File: src/rtl/adt_consts.svh
`ifndef ADT_CONSTS_SVH
`define ADT_CONSTS_SVH

// Register byte offsets
`define ADT_OFF_CTRL 8'h00
`define ADT_OFF_RESULT 8'h04
`define ADT_OFF_STAT 8'h08
`define ADT_OFF_MASK 8'h0c
`define ADT_OFF_PINFN 8'h10

// Control register fields
`define ADT_CTRL_SEL_LSB 0
`define ADT_CTRL_BURST_BIT 16
`define ADT_CTRL_START_LSB 24
`define ADT_CTRL_EDGE_BIT 27

// Result register fields
`define ADT_RES_DATA_LSB 6
`define ADT_RES_CHN_LSB 24
`define ADT_RES_OVR_BIT 30
`define ADT_RES_DONE_BIT 31

// Start field codes
`define ADT_START_NONE 3'h0
`define ADT_START_NOW 3'h1
`define ADT_START_PIN0 3'h2

// Event bits of status and mask
`define ADT_EVT_DONE 0
`define ADT_EVT_OVR 1
`define ADT_EVT_LOST 2
`define ADT_EVT_W 3

// Reset values
`define ADT_PINFN_RESET 8'h00
`define ADT_MASK_RESET 3'h0
`define ADT_SCAN_RESET 3'h7

// Bus answers
`define ADT_RESP_OKAY 2'h0
`define ADT_RESP_SLVERR 2'h2

`endif

File: src/rtl/adt_pkg.sv
package adt_pkg;

   typedef enum logic {ADT_IDLE, ADT_BUSY} adt_state_e;

   typedef struct packed {
      logic edge_fall;
      logic [2:0] start;
      logic burst;
      logic [7:0] sel;
   } adt_ctrl_s;

   typedef struct packed {
      logic done;
      logic overrun;
      logic [2:0] chan;
      logic [9:0] data;
   } adt_result_s;

endpackage

File: src/rtl/adt_top.sv
`include "adt_consts.svh"
`timescale 1ns/100ps
`default_nettype none
module adt_top
   import adt_pkg::*;
#(
   parameter int NUM_CH = 8
) (
   // Clock and reset
   input wire logic MCLK,
   input wire logic ARST_N,
   // AXI4-Lite write
   input wire logic [7:0] AWADDR,
   input wire logic AWVALID,
   output logic AWREADY,
   input wire logic [31:0] WDATA,
   input wire logic [3:0] WSTRB,
   input wire logic WVALID,
   output logic WREADY,
   output logic [1:0] BRESP,
   output logic BVALID,
   input wire logic BREADY,
   // AXI4-Lite read
   input wire logic [7:0] ARADDR,
   input wire logic ARVALID,
   output logic ARREADY,
   output logic [31:0] RDATA,
   output logic [1:0] RRESP,
   output logic RVALID,
   input wire logic RREADY,
   // Trigger sources
   input wire logic [1:0] TRIG_PIN,
   input wire logic TIMER0_MATCH1_SIGNAL,
   input wire logic TIMER0_MATCH3_SIGNAL,
   input wire logic TIMER1_MATCH0_SIGNAL,
   input wire logic TIMER1_MATCH1_SIGNAL,
   // Analog converter core
   output logic CONV_START,
   output logic [2:0] CONV_CHAN,
   input wire logic CONV_DONE,
   input wire logic [9:0] CONV_DATA,
   // Pin isolation
   output logic [7:0] ANALOG_CONNECT,
   // Interrupts
   output logic VECTORED_IRQ_REQ,
   output logic IRQ
);
   if (NUM_CH < 1 || NUM_CH > 8) begin : g_bad_ch
      $error("NUM_CH must be 1 to 8");
   end
   localparam logic [7:0] CH_MASK = 8'((9'h1 << NUM_CH) - 9'h1);

   function automatic logic [31:0] merge(input logic [31:0] old, input logic [31:0] nw, input logic [3:0] strb);
      logic [31:0] res;
      res = old;
      for (int b = 0; b < 4; b++) begin
         if (strb[b]) begin
            res[8*b +: 8] = nw[8*b +: 8];
         end
      end
      return res;
   endfunction
   // Next enabled channel above cur, wrapping; channel 0 if none
   function automatic logic [2:0] next_ch(input logic [7:0] sel, input logic [2:0] cur);
      logic [2:0] idx;
      logic found;
      logic [2:0] res;
      found = 1'b0;
      res = 3'h0;
      for (int i = 1; i <= 8; i++) begin
         idx = cur + 3'(i);
         if (!found && sel[idx]) begin
            res = idx;
            found = 1'b1;
         end
      end
      return res;
   endfunction

   // Bus state
   logic aw_held;
   logic [7:0] aw_addr;
   logic w_held;
   logic [31:0] w_data;
   logic [3:0] w_strb;
   logic bvalid;
   logic [1:0] bresp;
   logic rvalid;
   logic [31:0] rdata;
   logic [1:0] rresp;

   // Block state
   adt_ctrl_s ctrl;
   adt_result_s result;
   adt_state_e state;
   logic [2:0] scan_ptr;
   logic sw_pend;
   logic conv_start;
   logic [2:0] conv_chan;
   logic [`ADT_EVT_W-1:0] stat;
   logic [`ADT_EVT_W-1:0] mask;
   logic [7:0] analog_sel;

   // Write decode
   logic wr_fire;
   logic wr_ctrl;
   logic wr_stat;
   logic wr_mask;
   logic wr_pinfn;
   logic wr_hit;
   assign AWREADY = !aw_held;
   assign WREADY = !w_held;
   assign wr_fire = aw_held && w_held && !bvalid;
   assign wr_ctrl = wr_fire && (aw_addr == `ADT_OFF_CTRL);
   assign wr_stat = wr_fire && (aw_addr == `ADT_OFF_STAT);
   assign wr_mask = wr_fire && (aw_addr == `ADT_OFF_MASK);
   assign wr_pinfn = wr_fire && (aw_addr == `ADT_OFF_PINFN);
   assign wr_hit = wr_ctrl || wr_stat || wr_mask || wr_pinfn || (aw_addr == `ADT_OFF_RESULT);

   // Register words
   logic [31:0] ctrl_word;
   logic [31:0] ctrl_merged;
   logic [31:0] result_word;
   adt_ctrl_s ctrl_new;
   assign ctrl_word = (32'(ctrl.sel) << `ADT_CTRL_SEL_LSB) | (32'(ctrl.burst) << `ADT_CTRL_BURST_BIT)
      | (32'(ctrl.start) << `ADT_CTRL_START_LSB) | (32'(ctrl.edge_fall) << `ADT_CTRL_EDGE_BIT);
   assign ctrl_merged = merge(ctrl_word, w_data, w_strb);
   assign ctrl_new.sel = ctrl_merged[`ADT_CTRL_SEL_LSB +: 8] & CH_MASK;
   assign ctrl_new.burst = ctrl_merged[`ADT_CTRL_BURST_BIT];
   assign ctrl_new.start = ctrl_merged[`ADT_CTRL_START_LSB +: 3];
   assign ctrl_new.edge_fall = ctrl_merged[`ADT_CTRL_EDGE_BIT];
   assign result_word = (32'(result.data) << `ADT_RES_DATA_LSB) | (32'(result.chan) << `ADT_RES_CHN_LSB)
      | (32'(result.overrun) << `ADT_RES_OVR_BIT) | (32'(result.done) << `ADT_RES_DONE_BIT);

   // Read decode
   logic rd_fire;
   logic rd_result;
   logic rd_hit;
   logic [31:0] rd_mux;
   assign ARREADY = !rvalid;
   assign rd_fire = ARVALID && !rvalid;
   assign rd_result = rd_fire && (ARADDR == `ADT_OFF_RESULT);
   assign rd_mux = (ARADDR == `ADT_OFF_CTRL) ? ctrl_word :
      (ARADDR == `ADT_OFF_RESULT) ? result_word :
      (ARADDR == `ADT_OFF_STAT) ? 32'(stat) :
      (ARADDR == `ADT_OFF_MASK) ? 32'(mask) :
      (ARADDR == `ADT_OFF_PINFN) ? 32'(analog_sel) : 32'h0000_0000;
   assign rd_hit = (ARADDR == `ADT_OFF_CTRL) || (ARADDR == `ADT_OFF_RESULT) || (ARADDR == `ADT_OFF_STAT)
      || (ARADDR == `ADT_OFF_MASK) || (ARADDR == `ADT_OFF_PINFN);

   // Trigger edge detectors, one per source
   logic [5:0] trig_src;
   logic [5:0] trig_rise;
   assign trig_src = {TIMER1_MATCH1_SIGNAL, TIMER1_MATCH0_SIGNAL, TIMER0_MATCH3_SIGNAL,
      TIMER0_MATCH1_SIGNAL, TRIG_PIN};
   for (genvar g = 0; g < 6; g++) begin : g_edge
      adt_trig_edge u_edge (
         .MCLK(MCLK),
         .ARST_N(ARST_N),
         .TRIG_IN(trig_src[g]),
         .INVERT(ctrl.edge_fall),
         .RISE(trig_rise[g])
      );
   end

   // Start selection
   logic [2:0] trig_idx;
   logic hw_start;
   logic burst_start;
   logic start_req;
   logic start_go;
   logic done_set;
   logic done_clr;
   logic [2:0] pick_ch;
   assign trig_idx = ctrl.start - `ADT_START_PIN0;
   assign hw_start = !ctrl.burst && (ctrl.start >= `ADT_START_PIN0) && trig_rise[trig_idx];
   assign burst_start = ctrl.burst && (state == ADT_IDLE) && !wr_ctrl;
   assign start_req = hw_start || sw_pend || burst_start;
   assign start_go = start_req && (state == ADT_IDLE);
   assign pick_ch = next_ch(ctrl.sel, ctrl.burst ? scan_ptr : `ADT_SCAN_RESET);
   assign done_set = (state == ADT_BUSY) && CONV_DONE;
   assign done_clr = rd_result || wr_ctrl;

   // Events
   logic [`ADT_EVT_W-1:0] events;
   logic [`ADT_EVT_W-1:0] w1c;
   assign events[`ADT_EVT_DONE] = done_set;
   assign events[`ADT_EVT_OVR] = done_set && result.done && !rd_result;
   assign events[`ADT_EVT_LOST] = start_req && !burst_start && (state == ADT_BUSY);
   assign w1c = wr_stat ? (w_data[`ADT_EVT_W-1:0] & {`ADT_EVT_W{w_strb[0]}}) : '0;

   // Bus write channel
   always_ff @(posedge MCLK or negedge ARST_N) begin
      if (!ARST_N) begin
         aw_held <= 1'b0;
         aw_addr <= 8'h00;
         w_held <= 1'b0;
         w_data <= 32'h0000_0000;
         w_strb <= 4'h0;
      end else begin
         if (AWVALID && !aw_held) begin
            aw_held <= 1'b1;
            aw_addr <= AWADDR;
         end else if (wr_fire) begin
            aw_held <= 1'b0;
         end
         if (WVALID && !w_held) begin
            w_held <= 1'b1;
            w_data <= WDATA;
            w_strb <= WSTRB;
         end else if (wr_fire) begin
            w_held <= 1'b0;
         end
      end
   end

   // Bus responses
   always_ff @(posedge MCLK or negedge ARST_N) begin
      if (!ARST_N) begin
         bvalid <= 1'b0;
         bresp <= `ADT_RESP_OKAY;
         rvalid <= 1'b0;
         rdata <= 32'h0000_0000;
         rresp <= `ADT_RESP_OKAY;
      end else begin
         if (wr_fire) begin
            bvalid <= 1'b1;
            bresp <= wr_hit ? `ADT_RESP_OKAY : `ADT_RESP_SLVERR;
         end else if (BREADY) begin
            bvalid <= 1'b0;
         end
         if (rd_fire) begin
            rvalid <= 1'b1;
            rdata <= rd_mux;
            rresp <= rd_hit ? `ADT_RESP_OKAY : `ADT_RESP_SLVERR;
         end else if (RREADY) begin
            rvalid <= 1'b0;
         end
      end
   end

   // Software registers
   always_ff @(posedge MCLK or negedge ARST_N) begin
      if (!ARST_N) begin
         ctrl <= '0;
         mask <= `ADT_MASK_RESET;
         analog_sel <= `ADT_PINFN_RESET;
         sw_pend <= 1'b0;
      end else begin
         if (wr_ctrl) begin
            ctrl <= ctrl_new;
         end
         if (wr_mask) begin
            mask <= w_strb[0] ? w_data[`ADT_EVT_W-1:0] : mask;
         end
         if (wr_pinfn) begin
            analog_sel <= w_strb[0] ? w_data[7:0] : analog_sel;
         end
         sw_pend <= wr_ctrl && !ctrl_new.burst && (ctrl_new.start == `ADT_START_NOW);
      end
   end

   // Conversion sequencing
   always_ff @(posedge MCLK or negedge ARST_N) begin
      if (!ARST_N) begin
         state <= ADT_IDLE;
         conv_start <= 1'b0;
         conv_chan <= 3'h0;
         scan_ptr <= `ADT_SCAN_RESET;
      end else begin
         conv_start <= 1'b0;
         case (state)
            ADT_IDLE: begin
               if (start_go) begin
                  state <= ADT_BUSY;
                  conv_start <= 1'b1;
                  conv_chan <= pick_ch;
                  scan_ptr <= pick_ch;
               end else if (wr_ctrl) begin
                  scan_ptr <= `ADT_SCAN_RESET;
               end
            end
            ADT_BUSY: begin
               if (CONV_DONE) begin
                  state <= ADT_IDLE;
               end
            end
            default: state <= ADT_IDLE;
         endcase
      end
   end

   // Result, done flag and event status; a new completion beats a clear
   always_ff @(posedge MCLK or negedge ARST_N) begin
      if (!ARST_N) begin
         result <= '0;
         stat <= '0;
      end else begin
         if (done_set) begin
            result.done <= 1'b1;
            result.data <= CONV_DATA;
            result.chan <= conv_chan;
         end else if (done_clr) begin
            result.done <= 1'b0;
         end
         if (events[`ADT_EVT_OVR]) begin
            result.overrun <= 1'b1;
         end else if (rd_result) begin
            result.overrun <= 1'b0;
         end
         stat <= (stat & ~w1c) | events;
      end
   end
   assign BVALID = bvalid;
   assign BRESP = bresp;
   assign RVALID = rvalid;
   assign RDATA = rdata;
   assign RRESP = rresp;
   assign CONV_START = conv_start;
   assign CONV_CHAN = conv_chan;
   assign ANALOG_CONNECT = analog_sel;
   assign VECTORED_IRQ_REQ = result.done;
   assign IRQ = |(stat & mask);
endmodule
`default_nettype wire

File: src/rtl/adt_trig_edge.sv
`timescale 1ns/100ps
`default_nettype none
module adt_trig_edge (
   // Clock and reset
   input wire logic MCLK,
   input wire logic ARST_N,
   // Trigger
   input wire logic TRIG_IN,
   input wire logic INVERT,
   output logic RISE
);
   logic meta;
   logic sync;
   logic prev;
   logic level;

   assign level = sync ^ INVERT;
   assign RISE = level & ~prev;

   always_ff @(posedge MCLK or negedge ARST_N) begin
      if (!ARST_N) begin
         meta <= 1'b0;
         sync <= 1'b0;
         prev <= 1'b1;
      end else begin
         meta <= TRIG_IN;
         sync <= meta;
         prev <= level;
      end
   end
endmodule
`default_nettype wire

File: config.mk
export PLATFORM = sky130hd
export DESIGN_NAME = adt_top
export DESIGN_NICKNAME = d
export VERILOG_FILES = /design/src/rtl/adt_pkg.sv /design/src/rtl/adt_top.sv /design/src/rtl/adt_trig_edge.sv
export VERILOG_INCLUDE_DIRS = /design/src /design/src/rtl
export SDC_FILE = /design/constraint.sdc
export NUM_CORES = 1
export LEC_CHECK = 0
export ABC_AREA = 0
export BUFFER_PORTS_ARGS = -buffer_cell sky130_fd_sc_hd__buf_4
export CORE_UTILIZATION = 50
export CTS_BUF_LIST = sky130_fd_sc_hd__clkbuf_16
export CTS_CLUSTER_SIZE = 16
export DETAILED_ROUTE_END_ITERATION = 10
export PLACE_DENSITY_LB_ADDON = 0.08
export RECOVER_POWER = 25
export SYNTH_ARGS = -nofsm -noshare
export SYNTH_HDL_FRONTEND = slang
export SYNTH_HIERARCHICAL = 1
export SYNTH_SLANG_ARGS = --single-unit
File: constraint.sdc
create_clock -name MCLK -period 7.1 [get_ports MCLK]
set_input_delay 0.355 -clock MCLK [delete_from_list [all_inputs] [get_ports MCLK]]
set_output_delay 0.355 -clock MCLK [all_outputs]
set_load 0.05 [all_outputs]
==> metrics.md <==
| Metric | Value |
|---|---|
| Status | `finished with violations` |
| Failing checks | `DRC, capacitance limit, slew limit` |
| Detailed Route WL | `13.46 mm` |
| Total Nets Final | `678` |
| Cell area after synthesis | `5963 um2` |
| Routing usage on met1 | `0.2954` |
| GRT Util Overall | `0.2372` |
| I/O pins | `131` |
| Synth area leader | `dfrtp_1` |
| Classification of the worst-slack hold path | `in -> reg` |
| Half-perimeter wire length of the detailed placement result | `9.684 mm` |
| Total clock buffers created by CTS | `17` |
| Maximum single-stage delay on the critical path | `0.64 ns` |
| Total cell area at the placement stage | `6778 um2` |
| Fraction of the yosys area taken by sequential cells | `0.5138` |
| Total of flip-flops plus latches after synthesis | `122` |
| Synthesized area per cell | `11.97 um2` |
| Slew Limit Fails | `88` |
| Final worst hold slack | `0.06849 ns` |
| GR Layer Usage met3 | `0.06506` |
| First-iteration detailed-routing DRC count | `269` |
| Cell count after synthesis | `498` |
| Wire length per cell after detailed routing | `17.80 um` |
| Number of unique standard cell types used by synthesis | `68` |
| List of most frequent post-synthesis cells | `dfrtp_1 (113), mux2_2 (72), nand2_1 (45)` |
| Maximum number of pins on one net before global-route repair | `77` |
| Clock transition time at the flip-flop clock pins of the worst setup and hold paths | `0.06 ns` |
| Design area | `7343 um2` |
| Async SR Flop Fraction | `1.000` |
| Final antenna diode count | `0` |
| Most frequent cell after synthesis | `dfrtp_1` |
| Most congested layer reported by global routing | `met2` |
| Final Cycle Share | `0.5044` |
| Final min period | `3.581 ns` |
| Final hold violations | `0` |
| Core Region | `11520 um2` |
| Worst-case clock skew | `0.006024 ns` |
| Post-CTS sizing | `0` |
| Global placer's final weighted congestion | `0.9358` |
| Top cell type's share of synthesized area | `0.4742` |
| Worst IR Drop VDD | `0.0002630 V` |
| Clock tree from TritonCTS | `built` |
| Met2 Resource Use GR | `0.3892` |
| Cell chain of the critical path | `buf_4, nor2b_1, inv_2, ha_1, xnor2_2, mux2i_1, mux2_2, or3_4, o311a_1, a21oi_1` |
| Slowest stage cell, crit path | `nor2b_1` |
| Ratio of cells with drive above 1 in the final layout | `0.3883` |
| H-tree depth | `4` |
| Summed negative setup slack over all endpoints | `0 ns` |
| Number of sinks on the clock net | `122` |
| Final ANT Viol Nets | `0` |
| Number of global-route vias before repair | `4449` |
| Worst Setup Path Type | `reg -> reg` |
| Die boundary width | `111.2 um` |
| Required @ worst endpoint | `7.43 ns` |
| PortBufs | `99` |
| Clk Latency, worst-skew pair | `0.41 ns` |
| Count of max-cap constraint violations | `2` |
| Maximum achievable frequency | `279.2 MHz` |
| Unrepaired setup endpoints after global routing | `no` |
| PnR Total Power | `2.562 mW` |
| Critical-path maximum fanout | `21` |
| Number of remaining DRC errors | `17` |
| Worst Setup Start Kind | `flop` |
| Clock root buffer | `clkbuf_16` |
| Remaining global-route overflow | `0` |
| Ranking of synthesized cells by area | `dfrtp_1 (47%), mux2_2 (14%), dfstp_2 (4.0%)` |
| Vias per std cell | `5.672` |
| Critical Path End Type | `flop` |
| Final setup violating endpoints | `0` |
| Warnings from Yosys | `6` |
| Number of iterations in the first detailed-routing pass | `7` |
| Number of flops mapped to enable cells by yosys | `0` |
| Initial Util | `0.5178` |
| Most used DFF post-synth | `dfrtp_1` |
| Clock buffer depth | `2` |
| Rel. slew slack | `-0.6572` |
| Pwr/cell area | `348.9 nW/um2` |
| Antenna violations before repair | `0` |
| Leakage power figure | `3.411 nW` |
| Die span in y | `111.2 um` |
| Critical path data arrival time | `3.91 ns` |
| Row cnt | `39` |
| DIE AREA | `12370 um2` |
| Via total after detailed routing | `4288` |
| Global-route wire length before repair | `22.46 mm` |
| Area Growth Syn to Fin | `23.14%` |
| Transition at the pin with the smallest max-transition slack | `2.486 ns` |
-- logic make-up after synthesis --
family,share of synthesized area
simple gates,0.1047
other cells,0.0006289
fa+ha+maj,0.004196
xor+xnor,0.01574
flops,0.5138
compound gates,0.1110
mux,0.2098
buf+inv,0.04008
-- power breakdown --
part	internal [mW]	switching, mW	leakage [nW]
clock network	0.487	0.327	0.268
registers	0.876	0.172	1.52
logic	0.324	0.375	1.62
-- sequential cells by signal, indices dropped and copies added, names as in the netlist, 3 cells and up --
signal,cells
RDATA,23
scan_ptr,3
g_edge.u_edge/prev,6
result,14
ctrl,13
w_data,13
g_edge.u_edge/meta,6
w_strb,3
mask,3
aw_addr,8
CONV_CHAN,3
g_edge.u_edge/sync,6
ANALOG_CONNECT,8
stat,3
-- layout make-up --
class / instances / area (um2)
multi-input combinational: 339 / 2698
inverter: 15 / 56.30
timing repair buffer: 105 / 779.5
clock buffer: 17 / 425.4
fill: 932 / 4173
sequential: 122 / 3064
tap: 143 / 178.9
clock inverter: 15 / 141.4
-- what timing repair did --
action | CTS | global route
hold buffers | 1 | 0
endpoints found under the setup margin | 0 | 0
endpoints found under the hold margin | 46 | 0
buffers inserted | 0 | 0
-- path summary, 6_finish.rpt --
path / from / end / slack, ns / depth (start not counted)
max: ctrl[8] / scan_ptr[0] / 3.52 / 10
min: TIMER1_MATCH0_SIGNAL / g_edge[4].u_edge/meta / 0.07 / 1
max reg2reg: ctrl[8] / scan_ptr[0] / 3.52 / 10
min reg2reg: g_edge[4].u_edge/meta / g_edge[4].u_edge/sync / 0.35 / 0
max in group asynchronous: ARST_N / CONV_START / 3.84 / 3
min in group asynchronous: ARST_N / RDATA[16] / 1.26 / 2
-- metal layers --
layer  up-vias  wire length (um)
li1       2008                 -
met1      2136              5705
met2       131              6702
met3        13               811
met4         0               239
met5         -                 0
-- worst max-delay path, delay by kind of cell (launching register included) --
family                     cells  cell delay (ns)
muxes                          2             0.46
buffers and inverters          2             0.47
AOI/OAI and AO/OA              2             0.52
DFF                            1             0.32
xor gates and xnor gates       1             0.30
adders and majority gates      1             0.36
and+or+nand+nor                2             1.05
-- stage by stage --
step	cells	utilization	setup WS [ns]
4_1_cts	756	0.6386	3.482
3_5_place_dp	723	0.5885	3.561
5_1_grt	756	0.6377	3.182
2_1_floorplan	508	-	4.349
3_3_place_gp	723	0.5885	3.528
6_report	756	0.6377	3.519
-- placed cells by master (no fill, tap or decap), drive strengths merged, types with 4 or more instances in the layout --
cell type,instances
mux2i,23
and2b,7
nand2,45
inv,21
o31ai,5
buf,95
mux2,72
conb,11
nor2,24
dfstp,9
a22o,10
clkinv,5
xor2,7
nand3,8
a31oi,5
a21oi,13
nor2b,5
mux4,9
clkbuf,26
dfrtp,113
o21ai,24
nor3,4
a22oi,7
Note: power is estimated with default switching activity, not from simulation.
